<file path="src/include/utc_pkg.sv">
package utc_pkg;
  // Clock and pin timing, figures in ns except the store deselect time in ms
  localparam int CLK_PERIOD_NS = 5;
  localparam int T_CS_INC_NS = 100;
  localparam int T_DIR_SETUP_NS = 100;
  localparam int T_INC_LOW_NS = 1000;
  localparam int T_INC_HIGH_NS = 1000;
  localparam int T_INC_CYC_NS = 4000;
  localparam int T_INC_CS_NS = 1000;
  localparam int T_NOSTORE_NS = 1000;
  localparam int STORE_DESELECT_TIME_MS = 10;
  localparam int NS_PER_MS = 1000000;
  // Least times round up
  localparam int CYC_CS_INC = (T_CS_INC_NS + CLK_PERIOD_NS - 1) / CLK_PERIOD_NS;
  localparam int CYC_DIR_SETUP = (T_DIR_SETUP_NS + CLK_PERIOD_NS - 1) / CLK_PERIOD_NS;
  localparam int CYC_INC_LOW = (T_INC_LOW_NS + CLK_PERIOD_NS - 1) / CLK_PERIOD_NS;
  localparam int CYC_INC_HIGH_RAW = (T_INC_HIGH_NS + CLK_PERIOD_NS - 1) / CLK_PERIOD_NS;
  localparam int CYC_INC_CYC = (T_INC_CYC_NS + CLK_PERIOD_NS - 1) / CLK_PERIOD_NS;
  // High phase stretched so that low plus high covers the whole step cycle
  localparam int CYC_INC_HIGH = (CYC_INC_CYC - CYC_INC_LOW > CYC_INC_HIGH_RAW) ?
                                (CYC_INC_CYC - CYC_INC_LOW) : CYC_INC_HIGH_RAW;
  localparam int CYC_INC_CS = (T_INC_CS_NS + CLK_PERIOD_NS - 1) / CLK_PERIOD_NS;
  localparam int CYC_NOSTORE = (T_NOSTORE_NS + CLK_PERIOD_NS - 1) / CLK_PERIOD_NS;
  localparam int CYC_STORE_WAIT =
    (STORE_DESELECT_TIME_MS * NS_PER_MS + CLK_PERIOD_NS - 1) / CLK_PERIOD_NS;
  localparam int TMR_W = 24;
  localparam int CODE_W = 5;
  localparam int UNITS = 31;
  localparam logic [CODE_W-1:0] CODE_MAX = 5'h1F;
  localparam logic [CODE_W-1:0] CODE_MIN = 5'h00;
  localparam logic [CODE_W-1:0] CODE_ONE = 5'h01;

  typedef enum logic [6:0] {
    UTC_IDLE = 7'h01,
    UTC_SEL = 7'h02,
    UTC_DIR = 7'h04,
    UTC_LOW = 7'h08,
    UTC_HIGH = 7'h10,
    UTC_DESEL = 7'h20,
    UTC_WAIT = 7'h40
  } utc_state_e;
endpackage

</file>
<file path="src/include/utc_pin_if.sv">
`timescale 1ns/1ps
interface utc_pin_if;
  logic sel_n;
  logic step_n;
  logic dir_up;
  modport drv (output sel_n, output step_n, output dir_up);
  modport mon (input sel_n, input step_n, input dir_up);
endinterface

</file>
<file path="src/hdl/utc_model_track.sv">
`timescale 1ns/1ps
module utc_model_track
  import utc_pkg::*;
#(
  parameter int UNITS_P = UNITS
)
(
  // System
  input wire logic clk,
  input wire logic rst,
  input wire logic ce,
  // Pins as driven
  utc_pin_if.mon pins,
  // Power-up and expected state
  input wire logic [CODE_W-1:0] recall_code,
  input wire logic recall_load,
  output logic [CODE_W-1:0] live_code,
  output logic [CODE_W-1:0] stored_code,
  output logic [UNITS_P-1:0] unit_en
);
  typedef struct packed {
    logic [CODE_W-1:0] live;
    logic [CODE_W-1:0] stored;
    logic sel_n;
    logic step_n;
    logic [UNITS_P-1:0] en;
  } utc_trk_s;

  utc_trk_s st_q;
  utc_trk_s st_d;
  logic [UNITS_P-1:0] therm;

  // Thermometer decode: code n lights exactly n units
  for (genvar i = 0; i < UNITS_P; i++)
  begin : g_unit
    assign therm[i] = (32'(st_d.live) > i);
  end

  always_comb
  begin
    st_d = st_q;
    st_d.sel_n = pins.sel_n;
    st_d.step_n = pins.step_n;
    if (recall_load)
    begin
      st_d.live = recall_code;
      st_d.stored = recall_code;
    end
    else if (!pins.sel_n && st_q.step_n && !pins.step_n)
    begin
      if (pins.dir_up && st_q.live != CODE_MAX)
        st_d.live = st_q.live + CODE_ONE;
      else if (!pins.dir_up && st_q.live != CODE_MIN)
        st_d.live = st_q.live - CODE_ONE;
    end
    if (!st_q.sel_n && pins.sel_n && pins.step_n)
      st_d.stored = st_q.live;
    st_d.en = therm;
  end

  always_ff @(posedge clk)
  begin
    if (rst)
      st_q <= '{live: CODE_MIN, stored: CODE_MIN, sel_n: 1'b1, step_n: 1'b1, en: '0};
    else if (ce)
      st_q <= st_d;
  end

  assign live_code = st_q.live;
  assign stored_code = st_q.stored;
  assign unit_en = st_q.en;

  a_code_saturate_up: assert property (@(posedge clk) disable iff (rst)
    ce && !recall_load && st_q.live == CODE_MAX && !pins.sel_n && pins.dir_up
    |=> st_q.live == CODE_MAX)
    else $error("Code wrapped above top");
  a_code_saturate_dn: assert property (@(posedge clk) disable iff (rst)
    ce && !recall_load && st_q.live == CODE_MIN && !pins.sel_n && !pins.dir_up
    |=> st_q.live == CODE_MIN)
    else $error("Code wrapped below zero");
  a_units_match_code: assert property (@(posedge clk) disable iff (rst)
    ce |-> $countones(st_q.en) == 32'(st_q.live))
    else $error("Unit count differs from code");
  a_ignore_when_idle: assert property (@(posedge clk) disable iff (rst)
    ce && !recall_load && st_q.sel_n && pins.sel_n |=> $stable(st_q.live))
    else $error("Code moved while deselected");
endmodule

</file>
<file path="src/hdl/utc_trim_host.sv">
`timescale 1ns/1ps
module utc_trim_host
  import utc_pkg::*;
#(
  parameter int STORE_WAIT_CYC = CYC_STORE_WAIT,
  parameter int UNITS_P = UNITS
)
(
  // System
  input wire logic clk,
  input wire logic rst,
  input wire logic ce,
  // Command
  input wire logic cmd_valid,
  input wire logic [CODE_W-1:0] cmd_code,
  input wire logic cmd_store,
  output logic cmd_ready,
  // Device pins
  output logic sel_n,
  output logic step_n,
  output logic dir_up,
  // Power-up recall of the value held in the device
  input wire logic [CODE_W-1:0] recall_code,
  input wire logic recall_load,
  // Status
  output logic busy,
  output logic [CODE_W-1:0] cur_code,
  output logic [CODE_W-1:0] nv_code,
  output logic [UNITS_P-1:0] unit_en
);
  typedef struct packed {
    utc_state_e fsm;
    logic [TMR_W-1:0] tmr;
    logic [CODE_W-1:0] target;
    logic store;
    logic sel_n;
    logic step_n;
    logic dir_up;
  } utc_host_s;

  localparam logic [TMR_W-1:0] T_CS_INC = TMR_W'(CYC_CS_INC);
  localparam logic [TMR_W-1:0] T_DIR = TMR_W'(CYC_DIR_SETUP);
  localparam logic [TMR_W-1:0] T_LOW = TMR_W'(CYC_INC_LOW);
  localparam logic [TMR_W-1:0] T_HIGH = TMR_W'(CYC_INC_HIGH);
  localparam logic [TMR_W-1:0] T_INC_CS = TMR_W'(CYC_INC_CS);
  localparam logic [TMR_W-1:0] T_NOSTORE = TMR_W'(CYC_NOSTORE);
  localparam logic [TMR_W-1:0] T_STORE = TMR_W'(STORE_WAIT_CYC);
  localparam logic [TMR_W-1:0] T_ONE = TMR_W'(1);

  utc_host_s st_q;
  utc_host_s st_d;
  logic [CODE_W-1:0] live;
  logic tmr_done;
  utc_pin_if pins ();

  assign pins.sel_n = st_q.sel_n;
  assign pins.step_n = st_q.step_n;
  assign pins.dir_up = st_q.dir_up;

  // Tracks what the device should now hold, since the pins give no readback
  utc_model_track #(.UNITS_P(UNITS_P)) u_track (
    .clk(clk),
    .rst(rst),
    .ce(ce),
    .pins(pins),
    .recall_code(recall_code),
    .recall_load(recall_load),
    .live_code(live),
    .stored_code(nv_code),
    .unit_en(unit_en)
  );

  assign tmr_done = (st_q.tmr <= T_ONE);

  always_comb
  begin
    st_d = st_q;
    if (!tmr_done)
      st_d.tmr = st_q.tmr - T_ONE;
    case (st_q.fsm)
      UTC_IDLE:
      begin
        st_d.sel_n = 1'b1;
        st_d.step_n = 1'b1;
        if (cmd_valid && !recall_load)
        begin
          st_d.target = cmd_code;
          st_d.store = cmd_store;
          st_d.tmr = T_CS_INC;
          st_d.fsm = UTC_SEL;
          st_d.sel_n = 1'b0;
          if (!cmd_store && cmd_code == live)
          begin
            // Nothing to move or store; lowering step while selected would count a step
            st_d.sel_n = 1'b1;
            st_d.tmr = T_NOSTORE;
            st_d.fsm = UTC_WAIT;
          end
        end
      end
      UTC_SEL:
        if (tmr_done)
        begin
          // Direction is only changed with step high; select stays low
          st_d.dir_up = (st_q.target > live);
          st_d.tmr = T_DIR;
          st_d.fsm = (st_q.target == live) ? UTC_DESEL : UTC_DIR;
          if (st_q.target == live)
            st_d.tmr = T_INC_CS;
        end
      UTC_DIR:
        if (tmr_done)
        begin
          st_d.step_n = 1'b0;
          st_d.tmr = T_LOW;
          st_d.fsm = UTC_LOW;
        end
      UTC_LOW:
        if (tmr_done)
        begin
          if (st_q.target == live && !st_q.store)
          begin
            // Last step of a skip keeps step low, so no extra falling edge reaches the device
            st_d.tmr = T_INC_CS;
            st_d.fsm = UTC_DESEL;
          end
          else
          begin
            st_d.step_n = 1'b1;
            st_d.tmr = T_HIGH;
            st_d.fsm = UTC_HIGH;
          end
        end
      UTC_HIGH:
        if (tmr_done)
        begin
          if (st_q.target == live)
          begin
            // Only a storing run ends here; step stays high across the select edge
            st_d.step_n = st_q.store;
            st_d.tmr = T_INC_CS;
            st_d.fsm = UTC_DESEL;
          end
          else
          begin
            st_d.dir_up = (st_q.target > live);
            st_d.tmr = T_DIR;
            st_d.fsm = UTC_DIR;
          end
        end
      UTC_DESEL:
      begin
        st_d.step_n = st_q.store;
        if (tmr_done && st_q.step_n == st_q.store)
        begin
          // Step is held steady across the select edge
          st_d.sel_n = 1'b1;
          st_d.tmr = st_q.store ? T_STORE : T_NOSTORE;
          st_d.fsm = UTC_WAIT;
        end
      end
      UTC_WAIT:
        if (tmr_done)
        begin
          st_d.step_n = 1'b1;
          st_d.fsm = UTC_IDLE;
        end
      default:
      begin
        st_d.fsm = UTC_IDLE;
        st_d.sel_n = 1'b1;
        st_d.step_n = 1'b1;
      end
    endcase
  end

  always_ff @(posedge clk)
  begin
    if (rst)
      // Pins idle high from the first edge so the device sees no step or store
      st_q <= '{fsm: UTC_IDLE, tmr: '0, target: CODE_MIN, store: 1'b0,
                sel_n: 1'b1, step_n: 1'b1, dir_up: 1'b1};
    else if (ce)
      st_q <= st_d;
  end

  assign sel_n = st_q.sel_n;
  assign step_n = st_q.step_n;
  assign dir_up = st_q.dir_up;
  assign cmd_ready = (st_q.fsm == UTC_IDLE) && !recall_load;
  assign busy = (st_q.fsm != UTC_IDLE);
  assign cur_code = live;

  a_sel_idle_high: assert property (@(posedge clk) disable iff (rst)
    st_q.fsm == UTC_IDLE |-> st_q.sel_n && st_q.step_n)
    else $error("Pins not idle high");
  a_no_step_on_sel: assert property (@(posedge clk) disable iff (rst)
    $changed(st_q.sel_n) |-> $stable(st_q.step_n))
    else $error("Step moved with select");
  a_store_step_high: assert property (@(posedge clk) disable iff (rst)
    $rose(st_q.sel_n) && st_q.store |-> st_q.step_n)
    else $error("Store deselect with step low");
  a_skip_step_low: assert property (@(posedge clk) disable iff (rst)
    $rose(st_q.sel_n) && !st_q.store |-> !st_q.step_n)
    else $error("Skip deselect with step high");
  a_store_wait_held: assert property (@(posedge clk) disable iff (rst)
    $rose(st_q.sel_n) && st_q.store |-> st_q.tmr == T_STORE)
    else $error("Store wait too short");
  a_dir_stable_low: assert property (@(posedge clk) disable iff (rst)
    !st_q.step_n |-> $stable(st_q.dir_up))
    else $error("Direction moved while step low");
  a_step_only_sel: assert property (@(posedge clk) disable iff (rst)
    $fell(st_q.step_n) && st_q.fsm == UTC_LOW |-> !st_q.sel_n)
    else $error("Step strobe while deselected");
  a_low_width: assert property (@(posedge clk) disable iff (rst)
    ce && $fell(st_q.step_n) && st_q.fsm == UTC_LOW
    |-> st_q.tmr == T_LOW)
    else $error("Step low phase miscounted");

  c_store_done: cover property (@(posedge clk) $rose(st_q.sel_n) && st_q.store);
  c_skip_done: cover property (@(posedge clk) $rose(st_q.sel_n) && !st_q.store);
  c_top_code: cover property (@(posedge clk) live == CODE_MAX);
  c_dir_swap: cover property (@(posedge clk) !st_q.sel_n && $changed(st_q.dir_up));
endmodule

</file>
<file path="config.mk">
export PLATFORM = sky130hd
export DESIGN_NAME = utc_trim_host
export DESIGN_NICKNAME = d
export VERILOG_FILES = /design/src/include/utc_pkg.sv /design/src/include/utc_pin_if.sv /design/src/hdl/utc_model_track.sv /design/src/hdl/utc_trim_host.sv
export SDC_FILE = /design/constraint.sdc
export NUM_CORES = 1
export LEC_CHECK = 0
export BUFFER_PORTS_ARGS = -buffer_cell sky130_fd_sc_hd__buf_2
export CAP_MARGIN = 40
export CORE_MARGIN = 1.5
export CORE_UTILIZATION = 45
export CTS_BUF_LIST = sky130_fd_sc_hd__clkbuf_16
export DETAILED_ROUTE_END_ITERATION = 10
export GPL_TIMING_DRIVEN = 0
export PLACE_DENSITY_LB_ADDON = 0.15
export SETUP_SLACK_MARGIN = 0.3
export SYNTH_ARGS = -nofsm -noshare
export SYNTH_HDL_FRONTEND = slang
export SYNTH_SLANG_ARGS = --single-unit
</file>
<file path="constraint.sdc">
create_clock -name clk -period 7.4 [get_ports clk]
set_input_delay 0.74 -clock clk [delete_from_list [all_inputs] [get_ports clk]]
set_output_delay 0.74 -clock clk [all_outputs]
set_load 0.005 [all_outputs]
</file>
### Word level (Yosys, flattened, before mapping)

Cells that the tools add are included.

| operators by class | value |
|---|---|
| add/sub/neg operators | 3 |
| $mul | 0 |
| div/mod/pow operators | 0 |
| order comparisons | 33 |
| eq/ne operators | 22 |
| shifts and indexed selects | 0 |
| mux-type cells | 35 |
| bitwise logic cells | 2 |
| reductions and logical operators | 28 |

Operators by type and width:

| operator | count |
|---|---|
| $mux 31 | 6 |
| $pmux 24 s6 | 1 |
| $gt 5x5->1 const B | 15 |
| $mux 30 | 2 |
| $pmux 7 s7 | 1 |
| $gt 5x4->1 const B | 8 |
| $mux 38 | 1 |
| $mux 5 | 6 |
| $le 24x1->1 const B | 1 |
| $mux 24 | 1 |
| $sub 24x1->24 const B | 1 |
| $mux 21 | 1 |
| $gt 5x3->1 const B | 4 |
| $ne 2x2->1 const B | 10 |
| $reduce_and 8->1 | 2 |
| $logic_and 1x1->1 | 11 |
| $eq 5x5->1 | 2 |
| $gt 5x1->1 const B | 2 |
| $gt 5x2->1 const B | 2 |
| $mux 1 | 9 |
| $mux 8 | 1 |
| $eq 7x1->1 const B | 1 |
| $eq 7x2->1 const B | 1 |
| $eq 7x3->1 const B | 1 |
| 24 further kinds | 33 |

| word-level totals | value |
|---|---|
| register bits after elaboration | 83 |
| bits in latches | 0 |
| memory bits (writable) | 0 |
| ROM bits | 0 |
| input port bits | 16 |
| memories kept | 0 |

### Depth between registers and ports, before layout

| logic depth | value |
|---|---|
| depth after elaboration | 7 |
| mapped depth | 12 |
| mapped depth without buffers | 10 |

### Cells and area by module

From an unflattened synthesis, not the netlist that was laid out.

| second synthesis, totals | value |
|---|---|
| cells, all modules | 636 |
| area, all modules | 5039.8 µm² |

By module, submodules not included:

| module | instances | cells each | area an instance (µm²) | seq. area each (µm²) |
|---|---|---|---|---|
| utc_trim_host | 1 | 359 | 2680.1 | 800.8 |
| utc_model_track | 1 | 277 | 2359.8 | 860.8 |

### Worst setup path after synthesis

Ideal clock, no wire load.

| timing path | value |
|---|---|
| path type | flip-flop to flip-flop |
| from | register st_q[19] (netlist bit) |
| to | register st_q[33] (netlist bit) |
| data arrival time | 2.422 ns |
| data required time | 7.280 ns |
| setup slack | 4.858 ns |
| stages on the path, launching flop included | 8 |
| path buffers | 0 |
| clock period less this slack | 2.542 ns |
| path through | dfxtp_1 > or4_4 > or4_4 > o31ai_4 > o21ai_2 > nor3_4 > nor2b_1 > a211o_1 |

| on the way | value |
|---|---|
| cells in the longest elaborated chain, start to end | 4 |

RTL lines:

| element | RTL line | RTL |
|---|---|---|
| start: declaration | utc_trim_host.sv:50 | `utc_host_s st_q;` |
| start signal: assignment | utc_trim_host.sv:181 | `st_q <= '{fsm: UTC_IDLE, tmr: '0, target: CODE_MIN, store: 1'b0,` |
| start signal: assignment | utc_trim_host.sv:184 | `st_q <= st_d;` |
| $le 24x1->1 * | utc_trim_host.sv:73 | `assign tmr_done = (st_q.tmr <= T_ONE);` |
| $logic_and 1x1->1 | utc_trim_host.sv:154 | `if (tmr_done && st_q.step_n == st_q.store)` |
| $ne 2x2->1 (no source line) | n/a |  |
| $reduce_and 8->1 (no source line) * | n/a |  |

Mark *: on every way between the ends. The rest lies on a longest branch, timed or not.
A chain may end at the register's enable or synchronous reset.

### Final worst setup path

| timing path | value |
|---|---|
| from | register u_track.st_q, in the netlist u_track.live_code[1] |
| to | register u_track.st_q, in the netlist u_track.unit_en[2] |

| on the way | value |
|---|---|
| cells in the longest elaborated chain, start to end | 7 |

RTL lines:

| element | RTL line | RTL |
|---|---|---|
| start: declaration | utc_model_track.sv:29 | `utc_trk_s st_q;` |
| start signal: assignment | utc_model_track.sv:64 | `st_q <= '{live: CODE_MIN, stored: CODE_MIN, sel_n: 1'b1, step_n: 1'b1, en: '0};` |
| start signal: assignment | utc_model_track.sv:66 | `st_q <= st_d;` |
| branches (longest 4 deep; another with $sub 5x1->5) | n/a |  |
| $mux 5 * | utc_model_track.sv:49 | `else if (!pins.sel_n && st_q.step_n && !pins.step_n)` |
| $mux 5 * | utc_model_track.sv:44 | `if (recall_load)` |
| $gt 5x2->1 * | utc_model_track.sv:36 | `assign therm[i] = (32'(st_d.live) > i);` |

Every way passes the cells marked *.

==> impl_metrics.json <==
{
  "status": "finished, final reports clean",
  "startpoint_type": "register",
  "pre_cts_slack_ps": 4380,
  "synth-async-reset-ratio": 0,
  "tns_ps": 0,
  "dpl_cell_area_mm2": 0.00534,
  "finalNetCount": 720,
  "die_h_um": 107,
  "end_kind": "register",
  "fillers": 1021,
  "hold-worst-slack_ps": 459,
  "cts_resized": 0,
  "detail-route-antenna-nets": 0,
  "portBuffers": 60,
  "hp-class": "reg2reg",
  "synth_edf_count": 0,
  "fin_area_mm2": 0.00563,
  "max-cap-violations": 0,
  "coreArea_mm2": 0.0104,
  "cts_made_buffers": 9,
  "fin_ws_ps": 4310,
  "grt_pass1_wl_um": 22700,
  "ctsHoldBuffers": 0,
  "hold_viol": 0,
  "setup_viol": 0,
  "synth-xor-area-share": 0.0396,
  "layout-area-overhead-vs-synth_pct": 15.5,
  "avgRoutedWirePerCell_um": 16.5,
  "synth_mux_area_frac": 0.0126,
  "drc_errors": 0,
  "drt-total-wl_um": 13700,
  "fin_skew_ps": 7.85,
  "synth_area_mm2": 0.00487,
  "pin_count": 62,
  "htreeDepth": 3,
  "p_int_uw": 888,
  "rows": 37,
  "clk_pin_slew_ps": 60,
  "routed-via-count": 4813,
  "ys_ff_latch": 83,
  "leakage_nw": 2.29,
  "synth_top_family_by_area": "simple AND/OR/NAND/NOR gates",
  "antenna_found_initial": 0,
  "yosysSeqAreaShare": 0.341,
  "dr.pass1.iters": 5,
  "p_comb_frac": 0.302,
  "critPathKind": "reg2reg",
  "initial_core_util": 0.468,
  "p_switching_uw": 496,
  "place.gp.congestion": 0.943,
  "powerDensity_mw_per_mm2": 246,
  "yosys_warnings": 0,
  "drv_slew": 0,
  "syn_nets": 649,
  "syn_inst": 622,
  "synth_compound_area_frac": 0.213,
  "grt_pass1_vias": 4539,
  "seqPwrFrac": 0.381,
  "root_buffer": "clkbuf_16",
  "rsz0062_at_grt": "false",
  "max_freq_ghz": 0.323,
  "cts_tree": "built",
  "grt_use_total": 0.251,
  "dp_hpwl_um": 10200,
  "worst_skew_pair.late_latency_ps": 350,
  "drt_iter0_drc": 317,
  "die_area_mm2": 0.0115,
  "switching_share": 0.358,
  "worstMarginPinSlew_ps": 871,
  "synthFlopType": "dfxtp_1",
  "grt_max_degree": 17,
  "synthAdderAreaFrac": 0.0283,
  "stdcell_count": 834,
  "synth_cell_type_count": 68,
  "fp.dieW_um": 107,
  "crit_fanout": 8,
  "clock_power_share": 0.318,
  "postSynthAreaPerCell_um2": 7.83,
  "cp.arrival_ps": 3350,
  "antenna_cells": 0,
  "cp.required_ps": 7650,
  "post_cts_buffers": 0,
  "peakVddDrop_v": 0.000136,
  "slew_headroom": 0.415,
  "overflow": 0,
  "dp_cells": 818,
  "drive_gt1_frac": 0.195,
  "clock_sinks": 83,
  "synthSimpleGateAreaFrac": 0.262,
  "clk_path_buf_depth": 2,
  "viasPerCell": 5.77,
  "fin_crit_ps": 3090,
  "fin_crit_sh": 0.418
}
[critical path, stage by stage, from the launching register on]
cell	delay, ps
dfxtp_1	410
inv_1	190
ha_1	250
or4b_1	540
o21ai_0	190
a32oi_1	90
a31oi_1	680
and2_1	280
nor2_1	110
a211oi_1	270
[final timing paths]
path / from / to / slack, ps / cells past startpoint
worst min-delay path: st_q[8] / st_q[8] / 460 / 2
worst min register to register: st_q[8] / st_q[8] / 460 / 2
worst max-delay path: u_track.live_code[1] / u_track.unit_en[2] / 4310 / 9
worst max register to register: u_track.live_code[1] / u_track.unit_en[2] / 4310 / 9
[metrics by stage]
step	util	power, mW
after floorplan	-	0.835
after global placement	0.513	0.939
after detailed placement	0.513	0.945
after CTS	0.540	1.38
after global routing	0.540	1.46
final	0.540	1.38
[Yosys cell counts, types with 3 or more instances]
| master | count | share of area |
|---|---|---|
| a211o_1 | 3 | 0.0054 |
| a211oi_1 | 22 | 0.034 |
| a21o_1 | 3 | 0.0046 |
| a21oi_1 | 50 | 0.051 |
| a22o_1 | 4 | 0.0072 |
| a22oi_1 | 3 | 0.0046 |
| a31oi_1 | 7 | 0.0090 |
| and2_1 | 7 | 0.0090 |
| and3_1 | 7 | 0.0090 |
| buf_4 | 42 | 0.065 |
| clkbuf_1 | 30 | 0.023 |
| dfxtp_1 | 83 | 0.34 |
| ha_1 | 11 | 0.028 |
| inv_1 | 15 | 0.012 |
| mux2i_1 | 5 | 0.010 |
| nand2_1 | 44 | 0.034 |
| nand2b_1 | 7 | 0.0090 |
| nand3_1 | 19 | 0.020 |
| nand3b_1 | 4 | 0.0062 |
| nand4_1 | 8 | 0.010 |
| nand4b_1 | 3 | 0.0054 |
| nor2_1 | 83 | 0.064 |
| nor2b_1 | 11 | 0.014 |
| nor3_1 | 19 | 0.020 |
| nor3b_1 | 3 | 0.0046 |
| nor4_1 | 6 | 0.0077 |
| o211ai_1 | 3 | 0.0046 |
| o21a_1 | 3 | 0.0046 |
| o21ai_0 | 32 | 0.033 |
| o311ai_0 | 6 | 0.011 |
| or2_2 | 5 | 0.0064 |
| or3_1 | 9 | 0.012 |
| or4_1 | 3 | 0.0046 |
| xnor2_1 | 14 | 0.025 |
| xor2_1 | 8 | 0.014 |
[cells in the final DEF (no fill, tap or decap), types with 15 or more instances in the layout]
cell type  Yosys  layout
a211oi_1      22      22
a21oi_1       50      50
buf_2          1      61
buf_4         42      42
clkbuf_1      30      30
dfxtp_1       83      83
inv_1         15      15
nand2_1       44      44
nand3_1       19      19
nor2_1        83      83
nor3_1        19      19
o21ai_0       32      32
[state kept, by name, summed over array words and instances (netlist names)]
name and flops:
u_track.live_code 5, u_track.stored_code 5, st_q 37, sel_n 1, u_track.st_q 2, u_track.unit_en 31
dir_up 1, step_n 1
[logic make-up after synthesis]
family,count (synthesis)
AO/OA/AOI/OAI,159
XOR/XNOR,22
adder cells (fa/ha/maj),11
buffers and inverters,91
flip-flops,83
multiplexers,6
AND/OR/NAND/NOR,250
[routing by layer]
metal / part of all wire / track usage / routed length, um / vias up
li1: - / - / - / 2339
met1: 0.45 / 0.326 / 6210 / 2241
met2: 0.46 / 0.412 / 6330 / 202
met3: 0.062 / 0.0413 / 851 / 31
met4: 0.025 / 0.105 / 349 / 0
met5: 0 / 0 / 0 / -
[power groups by stage]
| stage | combinational, mW | sequential (mW) | clock, mW |
|---|---|---|---|
| after floorplan | 0.309 | 0.526 | 0 |
| after global placement | 0.404 | 0.534 | 0 |
| after detailed placement | 0.409 | 0.536 | 0 |
| after CTS | 0.412 | 0.526 | 0.446 |
| after global routing | 0.464 | 0.532 | 0.466 |
| final | 0.417 | 0.527 | 0.439 |
[cell type report]
| type | instances | area, um^2 | area share |
|---|---|---|---|
| plain buffers | 75 | 440 | 0.0783 |
| clock buffers | 9 | 225 | 0.0400 |
| clock inverters | 7 | 60.1 | 0.0107 |
| inverters | 16 | 60.1 | 0.0107 |
| multi-input cells | 448 | 2710 | 0.481 |
| flip-flops and latches | 83 | 1660 | 0.295 |
| well taps | 136 | 170 | 0.0302 |
| repair buffers | 60 | 300 | 0.0534 |
No activity file was read; power rests on OpenSTA's default activity.
